### config.mk
export PLATFORM = sky130hd
export DESIGN_NAME = cx_execute
export DESIGN_NICKNAME = d
export VERILOG_FILES = /design/src/core/cx_phase.v /design/src/core/cx_execute.v
export VERILOG_INCLUDE_DIRS = /design/src /design/src/inc
export SDC_FILE = /design/constraint.sdc
export NUM_CORES = 2
export LEC_CHECK = 0
export BUFFER_PORTS_ARGS = -buffer_cell sky130_fd_sc_hd__clkbuf_2
export CORE_MARGIN = 2
export CORE_UTILIZATION = 47
export DETAILED_ROUTE_END_ITERATION = 10
export GPL_TIMING_DRIVEN = 0
export PLACE_DENSITY = 0.75
export SLEW_MARGIN = 20
export SYNTH_ARGS = -nofsm -noshare
export SYNTH_HDL_FRONTEND = slang
export SYNTH_HIERARCHICAL = 1
export SYNTH_SLANG_ARGS = --single-unit
### constraint.sdc
create_clock -name sys_clk -period 20.5 [get_ports sys_clk]
set_input_delay 2.05 -clock sys_clk [delete_from_list [all_inputs] [get_ports sys_clk]]
set_output_delay 2.05 -clock sys_clk [all_outputs]
set_load 0.005 [all_outputs]
### src/inc/cx_map.vh
// Constants for the execute-subset datapath: encodings, flags and APB map
`ifndef CX_MAP_VH
`define CX_MAP_VH

// 14-bit instruction opcodes (upper bits)
`define CX_OP_NOP          14'h0000
`define CX_OP6_ADD_FILE    6'h07
`define CX_OP6_AND_FILE    6'h05
`define CX_OP6_COPY_FILE   6'h08
`define CX_OP7_COPY_ACC    7'h01
`define CX_OP4_BIT_CLEAR   4'h4
`define CX_OP4_BIT_SET     4'h5
`define CX_OP4_TEST_SKIP   4'h7
`define CX_OP6_ADD_IMM     6'h3e
`define CX_OP6_AND_IMM     6'h39
`define CX_OP4_LOAD_IMM    4'hc

// Status flag positions
`define CX_FLAG_CARRY      0
`define CX_FLAG_HALF       1
`define CX_FLAG_ZERO       2

// Oscillator periods per instruction cycle
`define CX_OSC_PER_CYCLE   4

// APB register byte offsets
`define CX_REG_INSTR       12'h000
`define CX_REG_ACC         12'h004
`define CX_REG_STATUS      12'h008
`define CX_REG_FILE_BASE   12'h200
`define CX_REG_EXEC_COUNT  12'h00c

// Reset values
`define CX_RST_ACC         8'h00
`define CX_RST_STATUS      3'h0

`endif

### src/core/cx_phase.v
// Instruction-cycle phase generator: four oscillator periods per cycle
`timescale 1ns/1ps
`include "cx_map.vh"

module cx_phase
#(
  parameter PHASES = `CX_OSC_PER_CYCLE
)
(
  input  wire       sys_clk,
  input  wire       arst_n,
  input  wire       start,
  output reg  [1:0] phase_r,
  output reg        busy_r,
  output reg        exec_r
);

  reg [1:0] phase_nxt;

  // Phase counter runs only while an instruction is in flight
  always @*
  begin
    phase_nxt = phase_r;
    if (busy_r)
      phase_nxt = phase_r + 2'h1;
  end

  // Execute strobe fires on the last of the four periods
  always @(posedge sys_clk or negedge arst_n)
  begin
    if (!arst_n)
    begin
      phase_r <= 2'h0;
      busy_r  <= 1'b0;
      exec_r  <= 1'b0;
    end
    else
    begin
      phase_r <= busy_r ? phase_nxt : 2'h0;
      exec_r  <= busy_r && (phase_r == PHASES[1:0] - 2'h2);
      if (start && !busy_r)
        busy_r <= 1'b1;
      else if (busy_r && phase_r == PHASES[1:0] - 2'h1)
        busy_r <= 1'b0;
    end
  end

endmodule // cx_phase

### src/core/cx_execute.v
// Execute datapath for a subset of an 8-bit core, with an APB slave
`timescale 1ns/1ps
`include "cx_map.vh"

// Notes on behaviour
// - Add immediate into accumulator; carry, half carry and zero updated.
// - Add accumulator and file register into destination; all flags.
// - Destination bit 0 writes accumulator, 1 writes the file register.
// - Bit clear zeroes one file bit, flags untouched.
// - Bit set forces one file bit to one, flags untouched.
// - AND immediate with accumulator into accumulator, only Z updated.
// - AND accumulator with file, result to destination, only Z updated.
// - Bit test skips next instruction as a no-op when bit is one.
// - Copy file to destination updates Z; one word, one cycle.
// - Copy accumulator to file register, flags untouched, one cycle.
// - Load immediate into accumulator, flags untouched, one cycle.
// - One instruction cycle spans four clock periods.
module cx_execute
#(
  parameter FILE_DEPTH = 128
)
(
  input  wire        sys_clk,
  input  wire        arst_n,
  input  wire        psel,
  input  wire        penable,
  input  wire        pwrite,
  input  wire [11:0] paddr,
  input  wire [31:0] pwdata,
  output reg  [31:0] prdata,
  output reg         pready,
  output reg         pslverr,
  output reg  [7:0]  acc_out,
  output reg  [2:0]  flags_out,
  output reg         skip_out
);

  // ----------------------------------------------------------------------
  // State
  // ----------------------------------------------------------------------
  // Architectural state: file, accumulator, flags, pending skip, word
  reg  [7:0]  file_r [0:FILE_DEPTH-1];
  reg  [7:0]  acc_r;
  reg  [2:0]  status_r;
  reg         skip_r;
  reg  [13:0] instr_r;
  reg  [15:0] exec_count_r;
  // Next values and datapath temporaries, all set by the decode process
  reg  [7:0]  acc_nxt;
  reg  [2:0]  status_nxt;
  reg         skip_nxt;
  reg  [7:0]  fres_nxt;
  reg         fwr_nxt;
  reg  [8:0]  sum;
  reg  [4:0]  low_sum;
  reg  [7:0]  bit_mask;

  // Sequencer handshakes, bus decode and the operand fields of the word
  wire        start;
  wire [1:0]  phase;
  wire        busy;
  wire        exec;
  wire [2:0]  reg_sel;
  wire        answer_now;
  wire [6:0]  faddr = instr_r[6:0];
  wire        dest  = instr_r[7];
  wire [2:0]  bsel  = instr_r[9:7];
  wire [7:0]  imm   = instr_r[7:0];
  wire [7:0]  fval  = file_r[faddr];

  // Bus register select codes; binary so the read mux is a plain case
  localparam [2:0] SEL_INSTR  = 3'h0;
  localparam [2:0] SEL_ACC    = 3'h1;
  localparam [2:0] SEL_STATUS = 3'h2;
  localparam [2:0] SEL_COUNT  = 3'h3;
  localparam [2:0] SEL_FILE   = 3'h4;
  localparam [2:0] SEL_NONE   = 3'h7;

  // Mask with a single bit set at the chosen position
  function [7:0] cx_bit_mask;
    input [2:0] pos;
    begin
      cx_bit_mask = 8'h01 << pos;
    end
  endfunction

  // Zero test shared by all flag updates
  function cx_is_zero;
    input [7:0] v;
    begin
      cx_is_zero = (v == 8'h00);
    end
  endfunction

  // Bus address decode, shared by the write path and the read mux
  function [2:0] cx_reg_sel;
    input [11:0] a;
    begin
      if (a[11:9] == 3'h1)
        cx_reg_sel = SEL_FILE;
      else if (a == `CX_REG_INSTR)
        cx_reg_sel = SEL_INSTR;
      else if (a == `CX_REG_ACC)
        cx_reg_sel = SEL_ACC;
      else if (a == `CX_REG_STATUS)
        cx_reg_sel = SEL_STATUS;
      else if (a == `CX_REG_EXEC_COUNT)
        cx_reg_sel = SEL_COUNT;
      else
        cx_reg_sel = SEL_NONE;
    end
  endfunction

  // ----------------------------------------------------------------------
  // Instruction cycle sequencing
  // ----------------------------------------------------------------------
  // One decode of the bus address feeds the write path and the read mux
  assign reg_sel = cx_reg_sel(paddr);

  // The slave answers only while the core is idle; an instruction in
  // flight holds every access off, so software only sees settled state
  assign answer_now = psel && penable && !pready && !busy;

  // A write to the instruction register starts one four-period cycle;
  // it is taken at the edge where the master sees pready high
  assign start = psel && penable && pwrite && pready
                 && (reg_sel == SEL_INSTR);

  // Four clock periods make one instruction cycle; exec marks the last
  cx_phase #(
    .PHASES (`CX_OSC_PER_CYCLE)
  ) u_phase (
    .sys_clk (sys_clk),
    .arst_n  (arst_n),
    .start   (start),
    .phase_r (phase),
    .busy_r  (busy),
    .exec_r  (exec)
  );

  // ----------------------------------------------------------------------
  // Execute decode
  // ----------------------------------------------------------------------
  // All results settle here; state is committed only on the exec strobe
  always @*
  begin
    acc_nxt    = acc_r;
    status_nxt = status_r;
    skip_nxt   = 1'b0;
    fres_nxt   = fval;
    fwr_nxt    = 1'b0;
    sum        = 9'h000;
    low_sum    = 5'h00;
    bit_mask   = cx_bit_mask(bsel);
    if (skip_r)
    begin
      // Discarded instruction runs as a no-op in its place
      skip_nxt = 1'b0;
    end
    else if (instr_r[13:8] == `CX_OP6_ADD_FILE)
    begin
      // A nine-bit sum yields the carry out of bit 7 and a five-bit sum
      // the carry out of bit 3, so both carries come from plain adders
      sum     = {1'b0, acc_r} + {1'b0, fval};
      low_sum = {1'b0, acc_r[3:0]} + {1'b0, fval[3:0]};
      status_nxt[`CX_FLAG_CARRY] = sum[8];
      status_nxt[`CX_FLAG_HALF]  = low_sum[4];
      status_nxt[`CX_FLAG_ZERO]  = cx_is_zero(sum[7:0]);
      if (dest)
      begin
        fres_nxt = sum[7:0];
        fwr_nxt  = 1'b1;
      end
      else
        acc_nxt = sum[7:0];
    end
    else if (instr_r[13:8] == `CX_OP6_ADD_IMM)
    begin
      sum     = {1'b0, acc_r} + {1'b0, imm};
      low_sum = {1'b0, acc_r[3:0]} + {1'b0, imm[3:0]};
      status_nxt[`CX_FLAG_CARRY] = sum[8];
      status_nxt[`CX_FLAG_HALF]  = low_sum[4];
      status_nxt[`CX_FLAG_ZERO]  = cx_is_zero(sum[7:0]);
      acc_nxt = sum[7:0];
    end
    else if (instr_r[13:8] == `CX_OP6_AND_FILE)
    begin
      // Logic operations leave both carry flags as they were
      status_nxt[`CX_FLAG_ZERO] = cx_is_zero(acc_r & fval);
      if (dest)
      begin
        fres_nxt = acc_r & fval;
        fwr_nxt  = 1'b1;
      end
      else
        acc_nxt = acc_r & fval;
    end
    else if (instr_r[13:8] == `CX_OP6_AND_IMM)
    begin
      acc_nxt = acc_r & imm;
      status_nxt[`CX_FLAG_ZERO] = cx_is_zero(acc_r & imm);
    end
    else if (instr_r[13:8] == `CX_OP6_COPY_FILE)
    begin
      // Writing back to itself just tests the register for zero
      status_nxt[`CX_FLAG_ZERO] = cx_is_zero(fval);
      if (dest)
        fwr_nxt = 1'b1;
      else
        acc_nxt = fval;
    end
    else if (instr_r[13:7] == `CX_OP7_COPY_ACC)
    begin
      fres_nxt = acc_r;
      fwr_nxt  = 1'b1;
    end
    else if (instr_r[13:10] == `CX_OP4_BIT_CLEAR)
    begin
      // Bit operations rewrite one location; no flag moves
      fres_nxt = fval & ~bit_mask;
      fwr_nxt  = 1'b1;
    end
    else if (instr_r[13:10] == `CX_OP4_BIT_SET)
    begin
      fres_nxt = fval | bit_mask;
      fwr_nxt  = 1'b1;
    end
    else if (instr_r[13:10] == `CX_OP4_TEST_SKIP)
    begin
      // Only the skip flag moves; the tested register is not written
      skip_nxt = |(fval & bit_mask);
    end
    else if (instr_r[13:10] == `CX_OP4_LOAD_IMM)
    begin
      // Don't-care bits 9:8 are ignored; only the literal is used
      acc_nxt = imm;
    end
    else
    begin
      // No-op and unsupported codes leave all state alone
      acc_nxt = acc_r;
    end
  end

  // ----------------------------------------------------------------------
  // Commit on the execute strobe
  // ----------------------------------------------------------------------
  // The skip flag lives across words: the word after a taken test runs
  // as a no-op in its own four-period slot, so the test costs two cycles.
  // The executed count includes discarded words, as each takes a slot.
  always @(posedge sys_clk or negedge arst_n)
  begin
    if (!arst_n)
    begin
      acc_r        <= `CX_RST_ACC;
      status_r     <= `CX_RST_STATUS;
      skip_r       <= 1'b0;
      exec_count_r <= 16'h0000;
    end
    else if (exec)
    begin
      acc_r        <= acc_nxt;
      status_r     <= status_nxt;
      skip_r       <= skip_nxt;
      exec_count_r <= exec_count_r + 16'h0001;
    end
  end

  // File storage has no reset, like a plain RAM; software preloads it.
  // A bus write lands only at the edge that completes the transfer.
  always @(posedge sys_clk)
  begin
    if (exec && fwr_nxt)
      file_r[faddr] <= fres_nxt;
    else if (psel && penable && pwrite && pready
             && reg_sel == SEL_FILE)
      file_r[paddr[8:2]] <= pwdata[7:0];
  end

  // ----------------------------------------------------------------------
  // APB slave
  // ----------------------------------------------------------------------
  // Instruction register only loads while idle; busy stalls via pready.
  // Reads return the last word written, so software can see what ran.
  always @(posedge sys_clk or negedge arst_n)
  begin
    if (!arst_n)
      instr_r <= `CX_OP_NOP;
    else if (start)
      instr_r <= pwdata[13:0];
  end

  // Accesses answer after one wait state; busy cycle holds pready low
  always @(posedge sys_clk or negedge arst_n)
  begin
    if (!arst_n)
    begin
      pready  <= 1'b0;
      pslverr <= 1'b0;
      prdata  <= 32'h0000_0000;
    end
    else
    begin
      pready  <= answer_now;
      pslverr <= 1'b0;
      prdata  <= 32'h0000_0000;
      // Unmapped addresses answer with an error after the same wait state, held off while busy
      if (answer_now)
      begin
        case (reg_sel)
          SEL_FILE:   prdata <= {24'h000000, file_r[paddr[8:2]]};
          SEL_ACC:    prdata <= {24'h000000, acc_r};
          SEL_STATUS: prdata <= {29'h0, status_r};
          SEL_COUNT:  prdata <= {16'h0000, exec_count_r};
          SEL_INSTR:  prdata <= {18'h0, instr_r};
          default:    pslverr <= 1'b1;
        endcase
      end
    end
  end

  // ----------------------------------------------------------------------
  // Observation outputs
  // ----------------------------------------------------------------------
  // Registered copies so every output comes from a flop; they trail the
  // internal state by one clock, which software never notices
  always @(posedge sys_clk or negedge arst_n)
  begin
    if (!arst_n)
    begin
      acc_out   <= `CX_RST_ACC;
      flags_out <= `CX_RST_STATUS;
      skip_out  <= 1'b0;
    end
    else
    begin
      acc_out   <= acc_r;
      flags_out <= status_r;
      skip_out  <= skip_r;
    end
  end

endmodule // cx_execute

Yosys cells after proc, flatten, opt, wreduce, memory -nomap -nowiden
Memories as Yosys holds them, arrays and structs flattened.
Index checks and enable logic that the tools add are counted.
- bitwise gates (word level): 7
- shifts and indexed selects: 1
- mux-type cells: 70
- reductions and logical operators: 30
- add/sub/neg operators: 6
- eq/ne operators: 27
- operators with widths (cell ; number):
    8-bit 2-to-1 mux ; 25
    16-bit one-hot mux with 5 select lines ; 1
    8-bit logical NOT ; 5
    1-bit 2-to-1 mux ; 34
    8-bit AND ; 4
    12-bit by 4-bit equality test with 1-bit output, second input constant ; 2
    6-bit != test, second input constant ; 4
    8-bit by 8-bit adder with 9-bit output ; 2
    3-bit 2-to-1 mux ; 6
    16-bit by 1-bit adder with 16-bit output, second input constant ; 1
    16-bit 2-to-1 mux ; 1
    8-bit OR reduction ; 2
    12-bit by 3-bit equality test with 1-bit output, second input constant ; 1
    4-bit by 3-bit equality test with 1-bit output, second input constant ; 3
    6-bit by 3-bit equality test with 1-bit output, second input constant ; 2
    6-bit equality test, second input constant ; 2
    12-bit logical NOT ; 1
    1-bit logical AND ; 11
    4-bit by 4-bit adder with 5-bit output ; 2
    10-bit AND reduction ; 1
    8-bit inverter ; 1
    8-bit OR ; 1
    1-bit by 3-bit << shifter with 8-bit output, first input constant ; 1
    7-bit by 1-bit equality test with 1-bit output, second input constant ; 1
    other kinds (20) ; 27
- RAM bits: 1024
- bits in registers: 92
- output and inout port bits: 46
- input bits: 49
- memories kept: 1
- logic and storage cells: 157
- memories (name ; depth ; width ; rd ports ; clocked after Yosys merged registers in ; wr ports ; RTL line ; source):
    file_r ; 128 ; 8 ; 2 ; 0 ; 1 ; cx_execute.v:42 ; reg [7:0] file_r [0:FILE_DEPTH-1];

Logic depth before layout (Yosys ltp)
- word-level depth: 15
- gate-level depth with buffers: 21

Hierarchy
The synthesis kept the hierarchy.
- modules (own cells, without submodules) (module ; sequential area each (um^2) ; area each (um^2) ; cells an instance ; times used):
    cx_execute ; 32551.2 ; 53292.4 ; 3014 ; 1
    cx_phase ; 100.1 ; 157.7 ; 12 ; 1

Worst setup path before layout
No wires, ideal clock.
- path type: reg2reg
- from: register instr_r[0]
- to: memory file_r[0][5], data pin
- period minus slack after synthesis: 10180 ps
- setup time: 1197 ps
- required time: 19303 ps
- cell stages (with the launch flop): 20
- slack: 10320 ps
- data arrival time: 8984 ps
- cells stage by stage: dfrtp_1 -> buf_2 -> buf_6 -> buf_4 -> buf_4 -> mux4_2 -> nor2_1 -> o22ai_1 -> o31a_1 -> o31a_1 -> ha_1 -> a21o_1 -> a21oi_1 -> o21bai_1 -> a21oi_1 -> xnor2_1 -> a21oi_1 -> o31ai_1 -> a21oi_1 -> o21ai_0
- longest elaborated chain between the ends: 12
- elaborated cells on any way between the ends: 17
- ends and longest elaborated chain (element ; RTL line ; source):
    start: declaration ; cx_execute.v:46 ; reg [13:0] instr_r;
    start signal: assignment ; cx_execute.v:288 ; instr_r <= `CX_OP_NOP;
    start signal: assignment ; cx_execute.v:290 ; instr_r <= pwdata[13:0];
    memory read 128 x 8 bit (*) ; - ;
    8-bit OR ; cx_execute.v:225 ; fres_nxt = fval | bit_mask;
    8-bit 2-to-1 mux ; cx_execute.v:223 ; else if (instr_r[13:10] == `CX_OP4_BIT_SET)
    8-bit 2-to-1 mux ; cx_execute.v:217 ; else if (instr_r[13:10] == `CX_OP4_BIT_CLEAR)
    8-bit 2-to-1 mux ; cx_execute.v:212 ; else if (instr_r[13:7] == `CX_OP7_COPY_ACC)
    8-bit 2-to-1 mux ; cx_execute.v:203 ; else if (instr_r[13:8] == `CX_OP6_COPY_FILE)
    8-bit 2-to-1 mux ; cx_execute.v:198 ; else if (instr_r[13:8] == `CX_OP6_AND_IMM)
    8-bit 2-to-1 mux ; cx_execute.v:186 ; else if (instr_r[13:8] == `CX_OP6_AND_FILE)
    8-bit 2-to-1 mux ; cx_execute.v:177 ; else if (instr_r[13:8] == `CX_OP6_ADD_IMM)
    8-bit 2-to-1 mux ; cx_execute.v:160 ; else if (instr_r[13:8] == `CX_OP6_ADD_FILE)
    8-bit 2-to-1 mux (*) ; cx_execute.v:155 ; if (skip_r)
    8-bit 2-to-1 mux (no source line) (*) ; - ;
    end: declaration ; cx_execute.v:42 ;
Every way passes the cells marked *; elsewhere a longest branch is shown, timed or not.

Final worst setup path
- from: register instr_r[2]
- to: memory file_r[50][7], data pin
The elaborated chain is that of the path after synthesis.

==> flow_summary.html <==
<table>
<tr><th>Metric</th><th>Value</th></tr>
<tr><th colspan="2">Clocking</th></tr>
<tr><td>Total clock sinks</td><td>1100</td></tr>
<tr><td>TritonCTS clock tree</td><td>built</td></tr>
<tr><td>Clock buffer count from CTS</td><td>roughly 110</td></tr>
<tr><td>Insertion delay of the later-clocked pin in the worst-skew pair</td><td>about 0.75 ns</td></tr>
<tr><td>Clock slew at the register clock pins of the worst setup and hold paths</td><td>~0.060 ns</td></tr>
<tr><td>H-tree depth</td><td>3</td></tr>
<tr><td>Setup Buffers After CTS</td><td>0</td></tr>
<tr><td>Hold buffer count at CTS</td><td>0</td></tr>
<tr><td>Clock root cell</td><td>sky130_fd_sc_hd__clkbuf_16</td></tr>
<tr><td>Count of cells resized by post-cts repair</td><td>0</td></tr>
<tr><td>Worst-case clock buffer depth</td><td>3</td></tr>
<tr><th colspan="2">Yosys</th></tr>
<tr><td>Yosys Warn Count</td><td>6</td></tr>
<tr><td>Async set or reset register ratio after synthesis</td><td>0.0691</td></tr>
<tr><td>Synth unique cells</td><td>78</td></tr>
<tr><td>Count of flip-flops with a built-in enable after synthesis</td><td>1024</td></tr>
<tr><td>Number of synthesized register bits</td><td>1100</td></tr>
<tr><td>Count of mapped cells out of synthesis</td><td>between 3k and 4k</td></tr>
<tr><td>Main flop type after synthesis</td><td>sky130_fd_sc_hd__edfxtp_1</td></tr>
<tr><td>Fraction of the yosys area taken by sequential cells</td><td>0.611</td></tr>
<tr><td>Netlist Area Pre-Place</td><td>~0.053 mm^2</td></tr>
<tr><td>Synthesized area divided by synthesized cell count</td><td>~18 um^2</td></tr>
<tr><th colspan="2">GRT</th></tr>
<tr><td>Overflow left after global routing</td><td>0</td></tr>
<tr><td>Vias in the first global route</td><td>approximately 35k</td></tr>
<tr><td>Pin count of the biggest net entering global routing</td><td>80</td></tr>
<tr><td>Number of antenna violations at the first check in global routing</td><td>20</td></tr>
<tr><td>Wire length of the first global-routing pass</td><td>roughly 320000 um</td></tr>
<tr><td>Overall global routing resource usage</td><td>0.417</td></tr>
<tr><th colspan="2">Route</th></tr>
<tr><td>Initial DRT Pass Iterations</td><td>9</td></tr>
<tr><td>Post-route ant nets</td><td>0</td></tr>
<tr><td>Number of design rule violations left after detail routing</td><td>0</td></tr>
<tr><td>Routed len/inst</td><td>50.1 um</td></tr>
<tr><td>Number of design-rule violations left by the first detailed-router iteration</td><td>8196</td></tr>
<tr><td>Detailed-route wire length</td><td>243000 um</td></tr>
<tr><td>Number of vias per cell</td><td>7.73</td></tr>
<tr><td>Count of vias placed by the detailed router</td><td>37.5k</td></tr>
<tr><th colspan="2">STA</th></tr>
<tr><td>Total setup violations reported at the end of the flow</td><td>0</td></tr>
<tr><td>Setup slack after layout</td><td>10.82 ns</td></tr>
<tr><td>Final Max Slew Viols</td><td>0</td></tr>
<tr><td>Final Hold Violating Endpoints</td><td>0</td></tr>
<tr><td>Unrepaired setup endpoints after global routing</td><td>false</td></tr>
<tr><td>Peak Freq</td><td>around 100 MHz</td></tr>
<tr><td>Remaining max-slew budget at the tightest pin</td><td>0.0834</td></tr>
<tr><td>Final clock period utilization by the worst path</td><td>0.472</td></tr>
<tr><td>Measured slew at the worst slew-check pin</td><td>1.37 ns</td></tr>
<tr><td>Setup clock skew after layout</td><td>roughly 0.038 ns</td></tr>
<tr><td>Minimum clock period after layout</td><td>around 9.7 ns</td></tr>
<tr><th colspan="2">Critical path</th></tr>
<tr><td>Crit. Startpoint</td><td>instr_r[2]</td></tr>
<tr><td>Data arrival at the endpoint of the critical path</td><td>approximately 10 ns</td></tr>
<tr><td>WP buf/inv</td><td>8</td></tr>
<tr><td>Cells traversed along the worst timing path</td><td>buf_2 -&gt; buf_4 -&gt; buf_2 -&gt; clkbuf_2 -&gt; buf_2 -&gt; mux2i_1 -&gt; a221oi_1 -&gt; o21ai_1 -&gt; a2bb2oi_1 -&gt; a211o_1 -&gt; o31a_1 -&gt; ha_1 -&gt; a21o_1 -&gt; a21oi_1 -&gt; o21bai_1 -&gt; a2111oi_0 -&gt; nor3_1 -&gt; xor2_1 -&gt; and3_1 -&gt; o22ai_1 -&gt; o21ai_4 -&gt; buf_16 -&gt; buf_8 -&gt; buf_16</td></tr>
<tr><td>R2R Setup Slk</td><td>around 11 ns</td></tr>
<tr><td>Largest incremental delay on the critical path</td><td>0.75 ns</td></tr>
<tr><td>Kind of cell adding the most delay to the critical path</td><td>buffers and inverters</td></tr>
<tr><td>Kind of critical path</td><td>flip-flop to flip-flop</td></tr>
<tr><td>Beginning of the worst register-to-register path</td><td>instr_r[2]</td></tr>
<tr><td>Worst-path cell with the longest stage delay</td><td>sky130_fd_sc_hd__buf_2</td></tr>
<tr><td>Cell mode on critical path</td><td>sky130_fd_sc_hd__buf_2</td></tr>
<tr><td>Worst path required time</td><td>approximately 21 ns</td></tr>
<tr><td>Critical Path Start Type</td><td>flip-flop</td></tr>
<tr><td>Biggest fanout along the worst timing path</td><td>36</td></tr>
<tr><td>Worst setup EP type</td><td>flip-flop</td></tr>
<tr><th colspan="2">Final layout</th></tr>
<tr><td>Design Area, Final</td><td>about 0.061 mm^2</td></tr>
<tr><td>Total number of nets in the final design</td><td>3324</td></tr>
<tr><td>Syn-to-layout area delta</td><td>13.5%</td></tr>
<tr><td>Layout cells sized above 1</td><td>0.323</td></tr>
<tr><th colspan="2">Hold path</th></tr>
<tr><td>Critical hold path startpoint</td><td>skip_r</td></tr>
<tr><td>Hold Crit Class</td><td>flip-flop to flip-flop</td></tr>
<tr><th colspan="2">Floorplan</th></tr>
<tr><td>Total die area</td><td>0.116 mm^2</td></tr>
<tr><td>IO Pins</td><td>95</td></tr>
<tr><td>Starting utilization of the core area</td><td>0.474</td></tr>
<tr><td>Placeable Area</td><td>0.113 mm^2</td></tr>
<tr><td>Num rows</td><td>123</td></tr>
<tr><td>Die boundary width</td><td>341 um</td></tr>
<tr><td>Die Height</td><td>341 um</td></tr>
<tr><th colspan="2">Placement</th></tr>
<tr><td>Pre-CTS setup slack</td><td>approximately 12 ns</td></tr>
<tr><td>Port Buf Inserts</td><td>54</td></tr>
<tr><td>GP Congestion</td><td>roughly 1.1</td></tr>
<tr><td>Hpwl dp</td><td>roughly 170000 um</td></tr>
<tr><td>Post-Place Cell Area</td><td>0.0569 mm^2</td></tr>
<tr><th colspan="2">Status</th></tr>
<tr><td>Outcome</td><td>finished, final reports clean</td></tr>
<tr><th colspan="2">Power</th></tr>
<tr><td>Peak ir drop on the vdd network</td><td>0.0653 mV</td></tr>
<tr><td>Leakage power</td><td>about 19 nW</td></tr>
<tr><td>Power density of the placed cells</td><td>78.2 mW/mm^2</td></tr>
<tr><th colspan="2">Job</th></tr>
<tr><td>Max-capacitance violation count</td><td>0</td></tr>
</table>
==> logic make-up after synthesis <==
| group | count (synthesis) | synth area share |
|---|---|---|
| xor gates and xnor gates | 27 | 0.00442 |
| adders and majority gates | 24 | 0.00590 |
| other | 1 | 0.0000702 |
| AOI/OAI and AO/OA | 361 | 0.0454 |
| and+or+nand+nor | 571 | 0.0487 |
| muxes | 678 | 0.261 |
| buffers and inverters | 264 | 0.0240 |
| DFF | 1100 | 0.611 |
==> cell usage in the layout (no fill, tap or decap), types with 14 or more instances in the layout <==
cell type / instances
sky130_fd_sc_hd__a21oi_1: 61
sky130_fd_sc_hd__a221oi_1: 24
sky130_fd_sc_hd__a22oi_1: 40
sky130_fd_sc_hd__a31oi_1: 22
sky130_fd_sc_hd__and2_1: 14
sky130_fd_sc_hd__buf_16: 31
sky130_fd_sc_hd__buf_2: 76
sky130_fd_sc_hd__buf_4: 39
sky130_fd_sc_hd__clkbuf_1: 90
sky130_fd_sc_hd__clkbuf_16: 114
sky130_fd_sc_hd__clkbuf_2: 97
sky130_fd_sc_hd__clkinv_1: 24
sky130_fd_sc_hd__clkinv_2: 22
sky130_fd_sc_hd__conb_1: 16
sky130_fd_sc_hd__dfrtp_1: 76
sky130_fd_sc_hd__edfxtp_1: 1024
sky130_fd_sc_hd__ha_1: 22
sky130_fd_sc_hd__inv_1: 14
sky130_fd_sc_hd__mux2_2: 20
sky130_fd_sc_hd__mux2i_1: 87
sky130_fd_sc_hd__mux4_2: 568
sky130_fd_sc_hd__nand2_1: 150
sky130_fd_sc_hd__nand2b_1: 18
sky130_fd_sc_hd__nand3_1: 33
sky130_fd_sc_hd__nor2_1: 187
sky130_fd_sc_hd__nor2_2: 38
sky130_fd_sc_hd__nor2b_1: 19
sky130_fd_sc_hd__nor3_1: 39
sky130_fd_sc_hd__o21ai_0: 56
sky130_fd_sc_hd__o21ai_1: 24
sky130_fd_sc_hd__o22ai_1: 24
sky130_fd_sc_hd__xnor2_1: 19
==> registers in the layout (all words and copies together), names as in the netlist, 2 cells and up <==
register	count
status_r	3
acc_out	8
flags_out	3
instr_r	14
file_r	1024
prdata	16
exec_count_r	16
u_phase/phase_r	2
acc_r	8
==> layout make-up <==
type,count,area [um^2]
multi-input combinational,1677,19800
tap,1500,1880
clock inverter,72,707
antenna,13,32.5
clock buffer,137,2940
buffer,246,1290
inverter,18,67.6
sequential,1100,32700
fill,8739,52000
timing repair buffer,95,1310
==> Yosys cell counts, drive strengths merged (6+ instances only) <==
library cell  number  share of area
and2              18         0.0021
o211ai            10         0.0015
a221o             10         0.0019
mux4             568           0.24
nand4             13         0.0015
nand2            150          0.011
a2111oi           10         0.0016
mux2i             88          0.017
dfrtp             76          0.036
nand3             33         0.0031
nand2b            18         0.0021
nor2b             20         0.0023
inv               16         0.0011
a22o               6        0.00098
a211oi            11         0.0015
clkbuf           111         0.0078
a221oi            24         0.0039
o21a               6        0.00084
nor4              13         0.0015
or4                6        0.00084
o21bai             7        0.00098
a41oi              6        0.00098
mux2              22         0.0046
nor3              39         0.0037
edfxtp          1024           0.58
and3              11         0.0013
a21oi             61         0.0057
ha                22         0.0051
a31oi             24         0.0028
buf              135          0.015
a22oi             40         0.0056
o21ai             83         0.0078
o22ai             24         0.0028
xnor2             19         0.0031
nor2             225          0.016
xor2               8         0.0013
==> per-layer routing <==
metal	routed length, um	up-vias	global-route usage
met4	23500	26	0.311
li1	-	13149	-
met3	42800	1067	0.207
met2	98200	4245	0.566
met1	78300	19059	0.511
met5	356	-	0.0159
==> path summary, 6_finish.rpt <==
check,end,cells after the start
worst max-delay path,file_r[50][7],24
worst min-delay path,skip_out,0
worst max register to register,file_r[50][7],24
worst min register to register,skip_out,0
max in group asynchronous,exec_count_r[1],2
min in group asynchronous,instr_r[2],1
==> per-stage QoR <==
step / setup TNS, ns / instances / hold slack [ns] / power, mW / util
finish: 0 / 4858 / 0.435 / 4.74 / 0.538
global route: 0 / 4847 / 0.458 / 4.80 / 0.538
detailed placement: 0 / 4636 / 0.416 / 2.68 / 0.505
CTS: 0 / 4845 / 0.429 / 4.70 / 0.538
floorplan: 0 / 3041 / 0.370 / 2.58 / -
global placement: -0.715 / 4595 / 0.412 / 2.68 / 0.494
==> power breakdown <==
part	switching (mW)	leakage, nW	total, mW	internal, mW
combinational	0.148	7.65	0.232	0.0836
clock	0.919	1.78	2.09	1.17
sequential	0.000237	9.88	2.42	2.42
total	1.07	19.3	4.74	3.67
Power figures use the tool's default switching activity.
